$ cat src/core/mcs_pkg.sv
// Purpose: Constants for the module configuration and sleep control block.
// Assumes: One 100 MHz clock, nibble-wide bus, 20-bit nibble addresses.
// Notes: Long counts are parameters of the top module.
// What this block does
// - Configuration runs at power-up, reset, and on any soft module change.
// - Fixed devices ignore configure, give no code, decode fixed ranges.
// - Identify answered only by the unconfigured device with chain input high.
// - Identification code carries the device size and its type.
// - A configured device raises its chain output for the next device.
// - Reset instruction unconfigures all devices; devices drop their address.
// - Module insertion or removal pulses the active-low interrupt line.
// - Address space is 20 nibble-address bits; system ROM at 00000-1FFFF.
// - Card reader 2C000-2C01F; display RAM 2E100-2E3FF and 2F400-2FFFF.
// - Top 1,023 nibbles are reserved for configuration, never mapped.
// - Awake: strobe runs at 600-650 kHz divided from the CPU clock.
// - Stop-clock parks strobe and select weakly high, bus weakly low.
// - Light sleep wakes every half second for the cursor, then resleeps.
// - Light sleep ends on key or service request, or 10 minutes idle.
// - Deep sleep powers the display off and wakes every four hours.
// - Deep sleep ends on insertion interrupt or on key; on key gives light.
// - Awake is entered on keyboard entry, interrupt or due alarm.
// - Wake timer runs from 32.768 kHz divided to 512 Hz, strobe independent.
// - Select high marks bus data, low marks a command.
package mcs_pkg;
	localparam int ADDR_W = 20;
	localparam logic [19:0] ROM_LO = 20'h00000;
	localparam logic [19:0] ROM_HI = 20'h1FFFF;
	localparam logic [19:0] CRD_LO = 20'h2C000;
	localparam logic [19:0] CRD_HI = 20'h2C01F;
	localparam logic [19:0] DSP1_LO = 20'h2E100;
	localparam logic [19:0] DSP1_HI = 20'h2E3FF;
	localparam logic [19:0] DSP2_LO = 20'h2F400;
	localparam logic [19:0] DSP2_HI = 20'h2FFFF;
	localparam logic [19:0] CFG_RSV_LO = 20'hFFC01;
	localparam logic [3:0] CMD_ID = 4'h1;
	localparam logic [3:0] CMD_CONFIG = 4'h2;
	localparam logic [3:0] CMD_RESET = 4'h3;
	localparam logic [1:0] TYPE_RAM = 2'h0;
	localparam logic [1:0] TYPE_ROM = 2'h1;
	localparam logic [1:0] TYPE_IO = 2'h2;
	localparam int CLK_HZ = 100_000_000;
	localparam int STROBE_HZ = 640_000;
	localparam int STROBE_HALF = CLK_HZ / (2 * STROBE_HZ);
	localparam int REF_HZ = 32_768;
	localparam int TICK_HZ = 512;
	localparam int REF_DIV = REF_HZ / TICK_HZ;
	localparam int HALF_SEC_MS = 500;
	localparam int IDLE_MIN = 10;
	localparam int DEEP_HOURS = 4;
	localparam int HALF_TICKS = TICK_HZ * HALF_SEC_MS / 1000;
	localparam int IDLE_TICKS = TICK_HZ * 60 * IDLE_MIN;
	localparam int DEEP_TICKS = TICK_HZ * 3600 * DEEP_HOURS;
	localparam int INT_PULSE = 4;
	typedef enum logic [1:0] {
		ST_AWAKE = 2'b00,
		ST_LIGHT = 2'b01,
		ST_DEEP = 2'b11
	} mcs_state_t;
endpackage

$ cat src/core/mcs_top.sv
// Purpose: One soft-configured module slot plus system sleep control.
// Assumes: All inputs synchronous to clk_sys; ref_clk_in is sampled.
// Notes: Weak pull and precharge are shown by dropping the output enables.
`timescale 1ns/1ns
module mcs_top #(
	parameter int unsigned IDLE_LIMIT = mcs_pkg::IDLE_TICKS,
	parameter int unsigned DEEP_LIMIT = mcs_pkg::DEEP_TICKS,
	parameter logic [1:0] DEV_TYPE = mcs_pkg::TYPE_RAM,
	parameter logic [3:0] DEV_SIZE_LOG = 4'hC,
	parameter logic DEV_FIXED = 1'b0
) (
	input wire logic clk_sys,
	input wire logic rst_n,
	input wire logic cmd_valid,
	input wire logic [3:0] cmd_code,
	input wire logic [mcs_pkg::ADDR_W-1:0] cmd_addr,
	input wire logic chain_in,
	output logic chain_out,
	output logic id_valid,
	output logic [5:0] id_code,
	input wire logic [mcs_pkg::ADDR_W-1:0] bus_addr,
	output logic sel_soft,
	output logic sel_sys_rom,
	output logic sel_card,
	output logic sel_display,
	input wire logic module_change,
	output logic int_n_out,
	output logic int_n_oe,
	input wire logic go_sleep,
	input wire logic key_event,
	input wire logic service_req,
	input wire logic on_key,
	input wire logic alarm_due,
	input wire logic irq_in,
	input wire logic cmd_phase,
	input wire logic ref_clk_in,
	output logic bus_strobe_out,
	output logic bus_strobe_oe,
	output logic command_data_select_out,
	output logic command_data_select_oe,
	output logic bus_oe,
	output logic lcd_power,
	output logic cpu_wake,
	output logic [1:0] power_state
);
	import mcs_pkg::*;

	// ------------------------------------------------------------
	// Reset release.
	// ------------------------------------------------------------
	logic rst_s1_r;
	logic rst_sync_n;
	always_ff @(posedge clk_sys or negedge rst_n)
	begin
		if (!rst_n)
		begin
			rst_s1_r <= 1'b0;
			rst_sync_n <= 1'b0;
		end
		else
		begin
			rst_s1_r <= 1'b1;
			rst_sync_n <= rst_s1_r;
		end
	end

	// ------------------------------------------------------------
	// Configuration slave.
	// ------------------------------------------------------------
	logic cfg_r;
	logic [ADDR_W-1:0] base_r;
	logic [ADDR_W-1:0] span;
	logic id_hit;
	assign span = ADDR_W'(1) << DEV_SIZE_LOG;
	assign id_hit = cmd_valid && cmd_code == CMD_ID && chain_in && !cfg_r
		&& !DEV_FIXED;
	always_ff @(posedge clk_sys or negedge rst_sync_n)
	begin
		if (!rst_sync_n)
		begin
			cfg_r <= 1'b0;
			base_r <= '0;
		end
		else if (cmd_valid && cmd_code == CMD_RESET)
		begin
			cfg_r <= 1'b0;
			base_r <= '0;
		end
		else if (cmd_valid && cmd_code == CMD_CONFIG && chain_in && !cfg_r
			&& !DEV_FIXED)
		begin
			cfg_r <= 1'b1;
			base_r <= cmd_addr;
		end
	end
	assign chain_out = DEV_FIXED ? chain_in : (chain_in && cfg_r);

	always_ff @(posedge clk_sys or negedge rst_sync_n)
	begin
		if (!rst_sync_n)
		begin
			id_valid <= 1'b0;
			id_code <= '0;
		end
		else
		begin
			id_valid <= id_hit;
			id_code <= id_hit ? {DEV_TYPE, DEV_SIZE_LOG} : 6'h00;
		end
	end

	// ------------------------------------------------------------
	// Address decode.
	// ------------------------------------------------------------
	logic in_soft;
	assign in_soft = bus_addr >= base_r && (bus_addr - base_r) < span;
	always_ff @(posedge clk_sys or negedge rst_sync_n)
	begin
		if (!rst_sync_n)
		begin
			sel_soft <= 1'b0;
			sel_sys_rom <= 1'b0;
			sel_card <= 1'b0;
			sel_display <= 1'b0;
		end
		else
		begin
			sel_soft <= cfg_r && in_soft && bus_addr < CFG_RSV_LO;
			sel_sys_rom <= bus_addr <= ROM_HI;
			sel_card <= bus_addr >= CRD_LO && bus_addr <= CRD_HI;
			sel_display <= (bus_addr >= DSP1_LO && bus_addr <= DSP1_HI)
				|| (bus_addr >= DSP2_LO && bus_addr <= DSP2_HI);
		end
	end

	// ------------------------------------------------------------
	// Module change interrupt.
	// ------------------------------------------------------------
	logic [2:0] int_cnt_r;
	always_ff @(posedge clk_sys or negedge rst_sync_n)
	begin
		if (!rst_sync_n)
			int_cnt_r <= '0;
		else if (module_change)
			int_cnt_r <= 3'(INT_PULSE);
		else if (int_cnt_r != 3'h0)
			int_cnt_r <= int_cnt_r - 3'h1;
	end
	assign int_n_out = 1'b0;
	assign int_n_oe = int_cnt_r != 3'h0;

	// ------------------------------------------------------------
	// Wake timer base.
	// ------------------------------------------------------------
	logic ref_s1_r;
	logic ref_s2_r;
	logic ref_d_r;
	logic [5:0] ref_cnt_r;
	logic tick;
	always_ff @(posedge clk_sys or negedge rst_sync_n)
	begin
		if (!rst_sync_n)
		begin
			ref_s1_r <= 1'b0;
			ref_s2_r <= 1'b0;
			ref_d_r <= 1'b0;
			ref_cnt_r <= '0;
		end
		else
		begin
			ref_s1_r <= ref_clk_in;
			ref_s2_r <= ref_s1_r;
			ref_d_r <= ref_s2_r;
			if (ref_s2_r && !ref_d_r)
				ref_cnt_r <= ref_cnt_r + 6'h01;
		end
	end
	assign tick = ref_s2_r && !ref_d_r && ref_cnt_r == 6'(REF_DIV - 1);

	// ------------------------------------------------------------
	// Power state machine.
	// ------------------------------------------------------------
	mcs_state_t state_r;
	mcs_state_t state_nxt;
	logic [31:0] tmr_r;
	logic [31:0] idle_r;
	logic wake_evt;
	assign wake_evt = key_event || service_req || irq_in || alarm_due
		|| on_key;
	always_comb
	begin
		state_nxt = state_r;
		case (state_r)
			ST_AWAKE:
				if (go_sleep)
					state_nxt = ST_LIGHT;
			ST_LIGHT:
				if (wake_evt)
					state_nxt = ST_AWAKE;
				else if (tick && idle_r >= IDLE_LIMIT - 1)
					state_nxt = ST_DEEP;
			ST_DEEP:
				if (module_change || irq_in)
					state_nxt = ST_AWAKE;
				else if (on_key)
					state_nxt = ST_LIGHT;
			default:
				state_nxt = ST_AWAKE;
		endcase
	end
	always_ff @(posedge clk_sys or negedge rst_sync_n)
	begin
		if (!rst_sync_n)
			state_r <= ST_AWAKE;
		else
			state_r <= state_nxt;
	end

	always_ff @(posedge clk_sys or negedge rst_sync_n)
	begin
		if (!rst_sync_n)
		begin
			tmr_r <= '0;
			idle_r <= '0;
			cpu_wake <= 1'b0;
		end
		else
		begin
			cpu_wake <= 1'b0;
			if (state_nxt != state_r)
			begin
				tmr_r <= '0;
				if (state_nxt != ST_DEEP)
					idle_r <= '0;
			end
			else if (tick && state_r == ST_LIGHT)
			begin
				idle_r <= idle_r + 32'h1;
				if (tmr_r == 32'(HALF_TICKS - 1))
				begin
					tmr_r <= '0;
					cpu_wake <= 1'b1;
				end
				else
					tmr_r <= tmr_r + 32'h1;
			end
			else if (tick && state_r == ST_DEEP)
			begin
				if (tmr_r >= DEEP_LIMIT - 1)
				begin
					tmr_r <= '0;
					cpu_wake <= 1'b1;
				end
				else
					tmr_r <= tmr_r + 32'h1;
			end
		end
	end

	// ------------------------------------------------------------
	// Bus strobe and parking.
	// ------------------------------------------------------------
	logic [6:0] div_r;
	logic awake;
	logic awake_nxt;
	assign awake = state_r == ST_AWAKE;
	// The strobe and the select park on the same edge as the state change.
	assign awake_nxt = state_nxt == ST_AWAKE;
	always_ff @(posedge clk_sys or negedge rst_sync_n)
	begin
		if (!rst_sync_n)
		begin
			div_r <= '0;
			bus_strobe_out <= 1'b1;
		end
		else if (!awake_nxt)
		begin
			div_r <= '0;
			bus_strobe_out <= 1'b1;
		end
		else if (div_r == 7'(STROBE_HALF - 1))
		begin
			div_r <= '0;
			bus_strobe_out <= !bus_strobe_out;
		end
		else
			div_r <= div_r + 7'h01;
	end
	always_ff @(posedge clk_sys or negedge rst_sync_n)
	begin
		if (!rst_sync_n)
			command_data_select_out <= 1'b1;
		else
			command_data_select_out <= awake_nxt ? !cmd_phase : 1'b1;
	end
	assign bus_strobe_oe = awake;
	assign command_data_select_oe = awake;
	assign bus_oe = awake;
	assign lcd_power = state_r != ST_DEEP;
	assign power_state = state_r;
endmodule

$ cat config.mk
export PLATFORM = sky130hd
export DESIGN_NAME = mcs_top
export DESIGN_NICKNAME = d
export VERILOG_FILES = /design/src/core/mcs_pkg.sv /design/src/core/mcs_top.sv
export SDC_FILE = /design/constraint.sdc
export NUM_CORES = 1
export LEC_CHECK = 0
export BUFFER_PORTS_ARGS = -buffer_cell sky130_fd_sc_hd__clkbuf_2
export CAP_MARGIN = 40
export CORE_MARGIN = 2
export CORE_UTILIZATION = 50
export DETAILED_ROUTE_END_ITERATION = 10
export PLACE_DENSITY = 0.74
export SYNTH_ARGS = -nofsm -noshare
export SYNTH_HDL_FRONTEND = slang
export SYNTH_SLANG_ARGS = --single-unit
$ cat constraint.sdc
create_clock -name clk_sys -period 3.15 [get_ports clk_sys]
set_input_delay 0.315 -clock clk_sys [delete_from_list [all_inputs] [get_ports clk_sys]]
set_output_delay 0.315 -clock clk_sys [all_outputs]
set_load 0.005 [all_outputs]
# Word level (Yosys, flattened, before mapping)
# Index checks and enable logic that the tools add are counted.
# word_totals
regBits	120
input_bits	57
out_inout_bits	23
wordCells	121
# classes
n_addsub	6
n_lt_le_gt_ge	12
n_eq_ne	13
n_mux	31
n_reduce_logical	37
# ops
op	count
2-to-1 mux 32 bit	8
adder 32 x 1 -> 32 bit (second input constant)	2
>= comparator 20 x 18 -> 1 bit (second input constant)	3
less-or-equal comparator 20 x 18 -> 1 bit (second input constant)	3
2-to-1 mux 20 bit	2
== test 32 x 8 -> 1 bit (second input constant)	1
>= comparator 32 x 19 -> 1 bit (second input constant)	1
>= comparator 32 x 23 -> 1 bit (second input constant)	1
>= comparator 20 bit	1
less-or-equal comparator 20 x 17 -> 1 bit (second input constant)	1
less-than comparator 20 x 13 -> 1 bit (second input constant)	1
less-than comparator 20 bit (second input constant)	1
subtractor 20 bit	1
logical AND 1 bit	19
2-to-1 mux 7 bit	2
2-to-1 mux 1 bit	10
2-to-1 mux 2 bit	5
== test 4 x 2 -> 1 bit (second input constant)	2
adder 7 x 1 -> 7 bit (second input constant)	1
== test 7 bit (second input constant)	1
adder 6 x 1 -> 6 bit (second input constant)	1
== test 6 bit (second input constant)	1
logical OR 1 bit	6
2-to-1 mux 3 bit	2
14 further kinds	23

# Longest topological paths before layout
# depth
depth_word	10
mapped_depth	10
depth_no_buf	9

# Least setup slack after synthesis
# Ideal clock, no wire load.
# synth_path
path_kind	register -> register
start	reg state_r[1] (netlist: power_state[1])
end	reg tmr_r[7]
setup_time_ns	0.095
arrival_time_ns	2.252
required_time_ns	3.055
path_slack_ns	0.802
path_stages_with_launch	9
path_buffers	1
synth_period_minus_slack_ns	2.348
cell_sequence	dfrtp_1 > or4_4 > o221a_2 > o2bb2ai_4 > and3_2 > buf_6 > nand2_1 > o2bb2a_1 > o31ai_1
# synth_via
elab_chain_cells	5
word_cells_on_any_way	15
classes_between	3 x eq/ne; 8 x mux; 4 x reduce/logical
# synth_lines
element	line	text
start: declaration	mcs_top.sv:183	mcs_state_t state_r;
start signal: assignment	mcs_top.sv:216	state_r <= state_nxt;
2-to-1 mux 2 bit (on tied branches)	mcs_top.sv:205, mcs_top.sv:200	
2-to-1 mux 2 bit (on tied branches)	mcs_top.sv:203, mcs_top.sv:198	
case mux 2 bit (3 select lines)	mcs_top.sv:193	case (state_r)
inequality test 2 bit	mcs_top.sv:230	if (state_nxt != state_r)
nonzero test 3 bit (no source line) / 2-to-1 mux 32 bit (equally long branches)	--	
end signal: assignment	mcs_top.sv:245	tmr_r <= tmr_r + 32'h1;
end signal: assignment	mcs_top.sv:255	tmr_r <= tmr_r + 32'h1;
end: declaration	mcs_top.sv:185	logic [31:0] tmr_r;
# Parallel ways exist; a longest one is shown, timed or not.
# A chain may end at the register's enable or synchronous reset.

# Worst setup path after layout
# layout_path
start	reg state_r[1] (netlist: power_state[1])
end	reg tmr_r[19]
# The elaborated chain is that of the path after synthesis.

==> results.yml <==
worst_setup_path:
  rrSetupSlack_ns: 0.33
  crit_arrival_ns: 3.13
  cp-end-kind: "register"
  path_class: "reg -> reg"
  reg2reg_depth: 7
  cp-endpoint: "tmr_r[19]$_DFFE_PN0P_"
  path_max_fanout: 16
  required_ns: 3.46
  r2r_start: "power_state[1]$_DFF_PN0_"
  cp-start-kind: "register"
  critPathLaunch: "power_state[1]$_DFF_PN0_"
  rr_endpoint: "tmr_r[19]$_DFFE_PN0P_"
routing:
  wirelength_um: 14100
  first_pass_iters: 5
  viasPerCell: 5.67
  drt-wirelength-per-cell_um: 15.0
  antenna_left: 0
  drt-initial-drc-count: 350
  num_vias: 5344
  drcViolationCount: 0
sta:
  hold_violations: 0
  post-route-min-period_ns: 2.82
  tightest_slew_ns: 0.813
  slew_headroom_pct: 45.8
  holdWs_ns: 0.0239
  skew_ns: 0.00694
  rsz0062_at_grt: "no"
  tns_ns: 0
  finalMaxSlewViolations: 0
  worst_slack_ns: 0.334
  finalSetupViolations: 0
  fin_crit_sh_pct: 89.4
  fmax_mhz: 355
outcome:
  status: "complete, no violations"
placed_design:
  dp_slack_ns: 0.363
  io_buffers: 74
  dp_hpwl_um: 10200
  placed_area_um2: 7000
  gp_congestion: 0.884
min_path:
  hold_class: "in -> reg"
synthesis:
  ys_ff_latch: 116
  synth_ff_type: "dfrtp_1"
  synth_area_per_cell_um2: 9.59
  ys_types: 70
  synth_seq_area_share_pct: 44.9
  ys_warn_count: 0
  syn_area_um2: 6460
  async_reset_ff_share_pct: 100
  syn_inst: 674
  synth_edf_count: 0
pwr:
  vdd_drop_max_mv: 0.370
  p_leak_uw: 0.00343
  p_per_area_nw_per_um2: 546
clock_network:
  cts_buffer_depth: 2
  clk_pin_slew_ns: 0.05
  clock-sinks: 116
  cts_root_buf: "clkbuf_16"
  cts_setup_buffers: 0
  cts_inserted_buffers: 17
  clk_latency_ns: 0.41
  cts-resized-gates: 0
  htreeDepth: 4
  tritoncts: "built"
  ctsHoldBuffers: 2
cells_and_area:
  area_growth_pct: 17.8
  drive_gt1_share_pct: 18.7
  final_area_um2: 7610
  fin_nets: 841
  diodes: 0
  fill_cells: 1097
floorplan:
  initial_core_util_pct: 51.2
  fp.coreArea_um2: 12600
  die-area_um2: 13900
  die_x_um: 118
  rows: 41
  ios: 80
  fp.dieH_um: 118
global_route:
  grt_max_degree: 58
  grt_usage_pct: 21.5
  grt_pass1_wl_um: 24700
  overflow: 0
  antenna_found_initial: 0
  grt_pass1_vias: 5306
run:
  max-cap-violations: 0
-- how the worst min path moves through the flow --
stage / startpoint / endpoint / depth (start not counted)
after detailed placement: rst_n / rst_s1_r$_DFF_PN0_ / 1
after global routing: cmd_phase / command_data_select_out$_DFF_PN1_ / 2
after floorplan: rst_n / rst_s1_r$_DFF_PN0_ / 0
after CTS: cmd_phase / command_data_select_out$_DFF_PN1_ / 2
after global placement: rst_n / rst_s1_r$_DFF_PN0_ / 1
final: cmd_phase / command_data_select_out$_DFF_PN1_ / 2
-- cell families (layout without fill, tap and decap cells) --
| kind of cell | after synthesis | count (layout) | synth area share [%] |
|---|---|---|---|
| and+or+nand+nor | 289 | 289 | 24.5 |
| muxes | 4 | 4 | 0.677 |
| xor gates and xnor gates | 33 | 33 | 4.47 |
| DFF | 116 | 116 | 44.9 |
| other | 2 | 6 | 0.116 |
| adders and majority gates | 27 | 27 | 5.23 |
| buffers and inverters | 65 | 157 | 4.74 |
| AOI/OAI and AO/OA | 138 | 138 | 15.4 |
-- report_power, final --
group / total, uW / leakage, uW / internal, uW / switching (uW)
Clock: 1910 / 0.000281 / 1230 / 677
Combinational: 553 / 0.00158 / 249 / 304
Sequential: 1690 / 0.00157 / 1600 / 97.3
Total: 4160 / 0.00343 / 3080 / 1080
-- flip-flops by register name, summed over array words and instances (netlist names), 2 cells and up --
| signal | count |
|---|---|
| base_r | 20 |
| div_r | 7 |
| idle_r | 32 |
| int_cnt_r | 3 |
| power_state | 2 |
| ref_cnt_r | 6 |
| tmr_r | 32 |
-- through the flow --
stage	total power (uW)	std cells	util (%)
after global placement	2240	907	55.4
after floorplan	2100	678	-
final	4160	942	60.3
after detailed placement	2270	908	55.5
after CTS	4200	942	60.3
after global routing	4370	942	60.3
-- cells in the final DEF (no fill, tap or decap), types with 5 or more instances in the layout --
cell type,instances
o31ai_1,7
a211oi_1,5
a21oi_1,22
nor4_1,21
nand4_1,17
dfrtp_1,113
nor2_1,65
clkbuf_16,17
ha_1,27
buf_4,11
and4_1,5
nor3_1,23
clkbuf_2,74
nand2_1,53
a22o_1,22
nor4_2,7
conb_1,6
nor2b_1,6
o21ai_0,28
or3_1,6
xnor2_1,20
inv_1,37
and3_1,7
nand3_1,32
and2_1,16
a21o_1,15
clkinv_2,5
xor2_1,13
-- Yosys cell counts, drive strengths merged, types with 4 or more instances --
cell	number	area share [%]
o2bb2a	4	0.62
a21o	15	1.7
a21oi	22	1.7
and4	5	0.68
o31ai	7	0.81
o21ai	30	2.3
ha	27	5.2
or3	6	0.58
nand3	34	2.9
nand4	18	2.0
inv	37	2.1
xnor2	20	2.7
a211oi	5	0.58
a22o	22	3.0
and3	8	0.79
or2	5	0.48
nor2b	6	0.58
buf	16	1.9
nor2	65	3.8
xor2	13	1.8
clkbuf	12	0.70
nand2	53	3.1
nor4	28	3.4
a41o	4	0.62
or4	6	0.81
nor3	23	1.8
dfrtp	114	44
and2	16	1.5
o211ai	4	0.46
-- area by class of cell --
class / instances / area [um^2] / share of cell area, %
inverters: 37 / 139 / 1.82
flip-flops and latches: 116 / 2910 / 38.2
multi-input cells: 497 / 3270 / 42.9
clock inverters: 14 / 163 / 2.14
well taps: 172 / 215 / 2.83
repair buffers: 88 / 493 / 6.47
clock buffers: 18 / 429 / 5.64
-- routing by layer --
layer | GRT usage, % | share of wire [%]
met2 | 34.8 | 48
met3 | 5.18 | 3.8
met1 | 28.5 | 46
met4 | 7.15 | 1.5
met5 | 0 | 0
-- critical path, cell delays in order, from the launching register on --
cell	delay, ns
dfrtp_1	0.38
or4_4	0.55
o221a_2	0.30
o2bb2ai_4	0.37
and3_2	0.40
nand2_1	0.27
o2bb2a_1	0.37
o31ai_1	0.07
(Power assumes the default switching activity.)
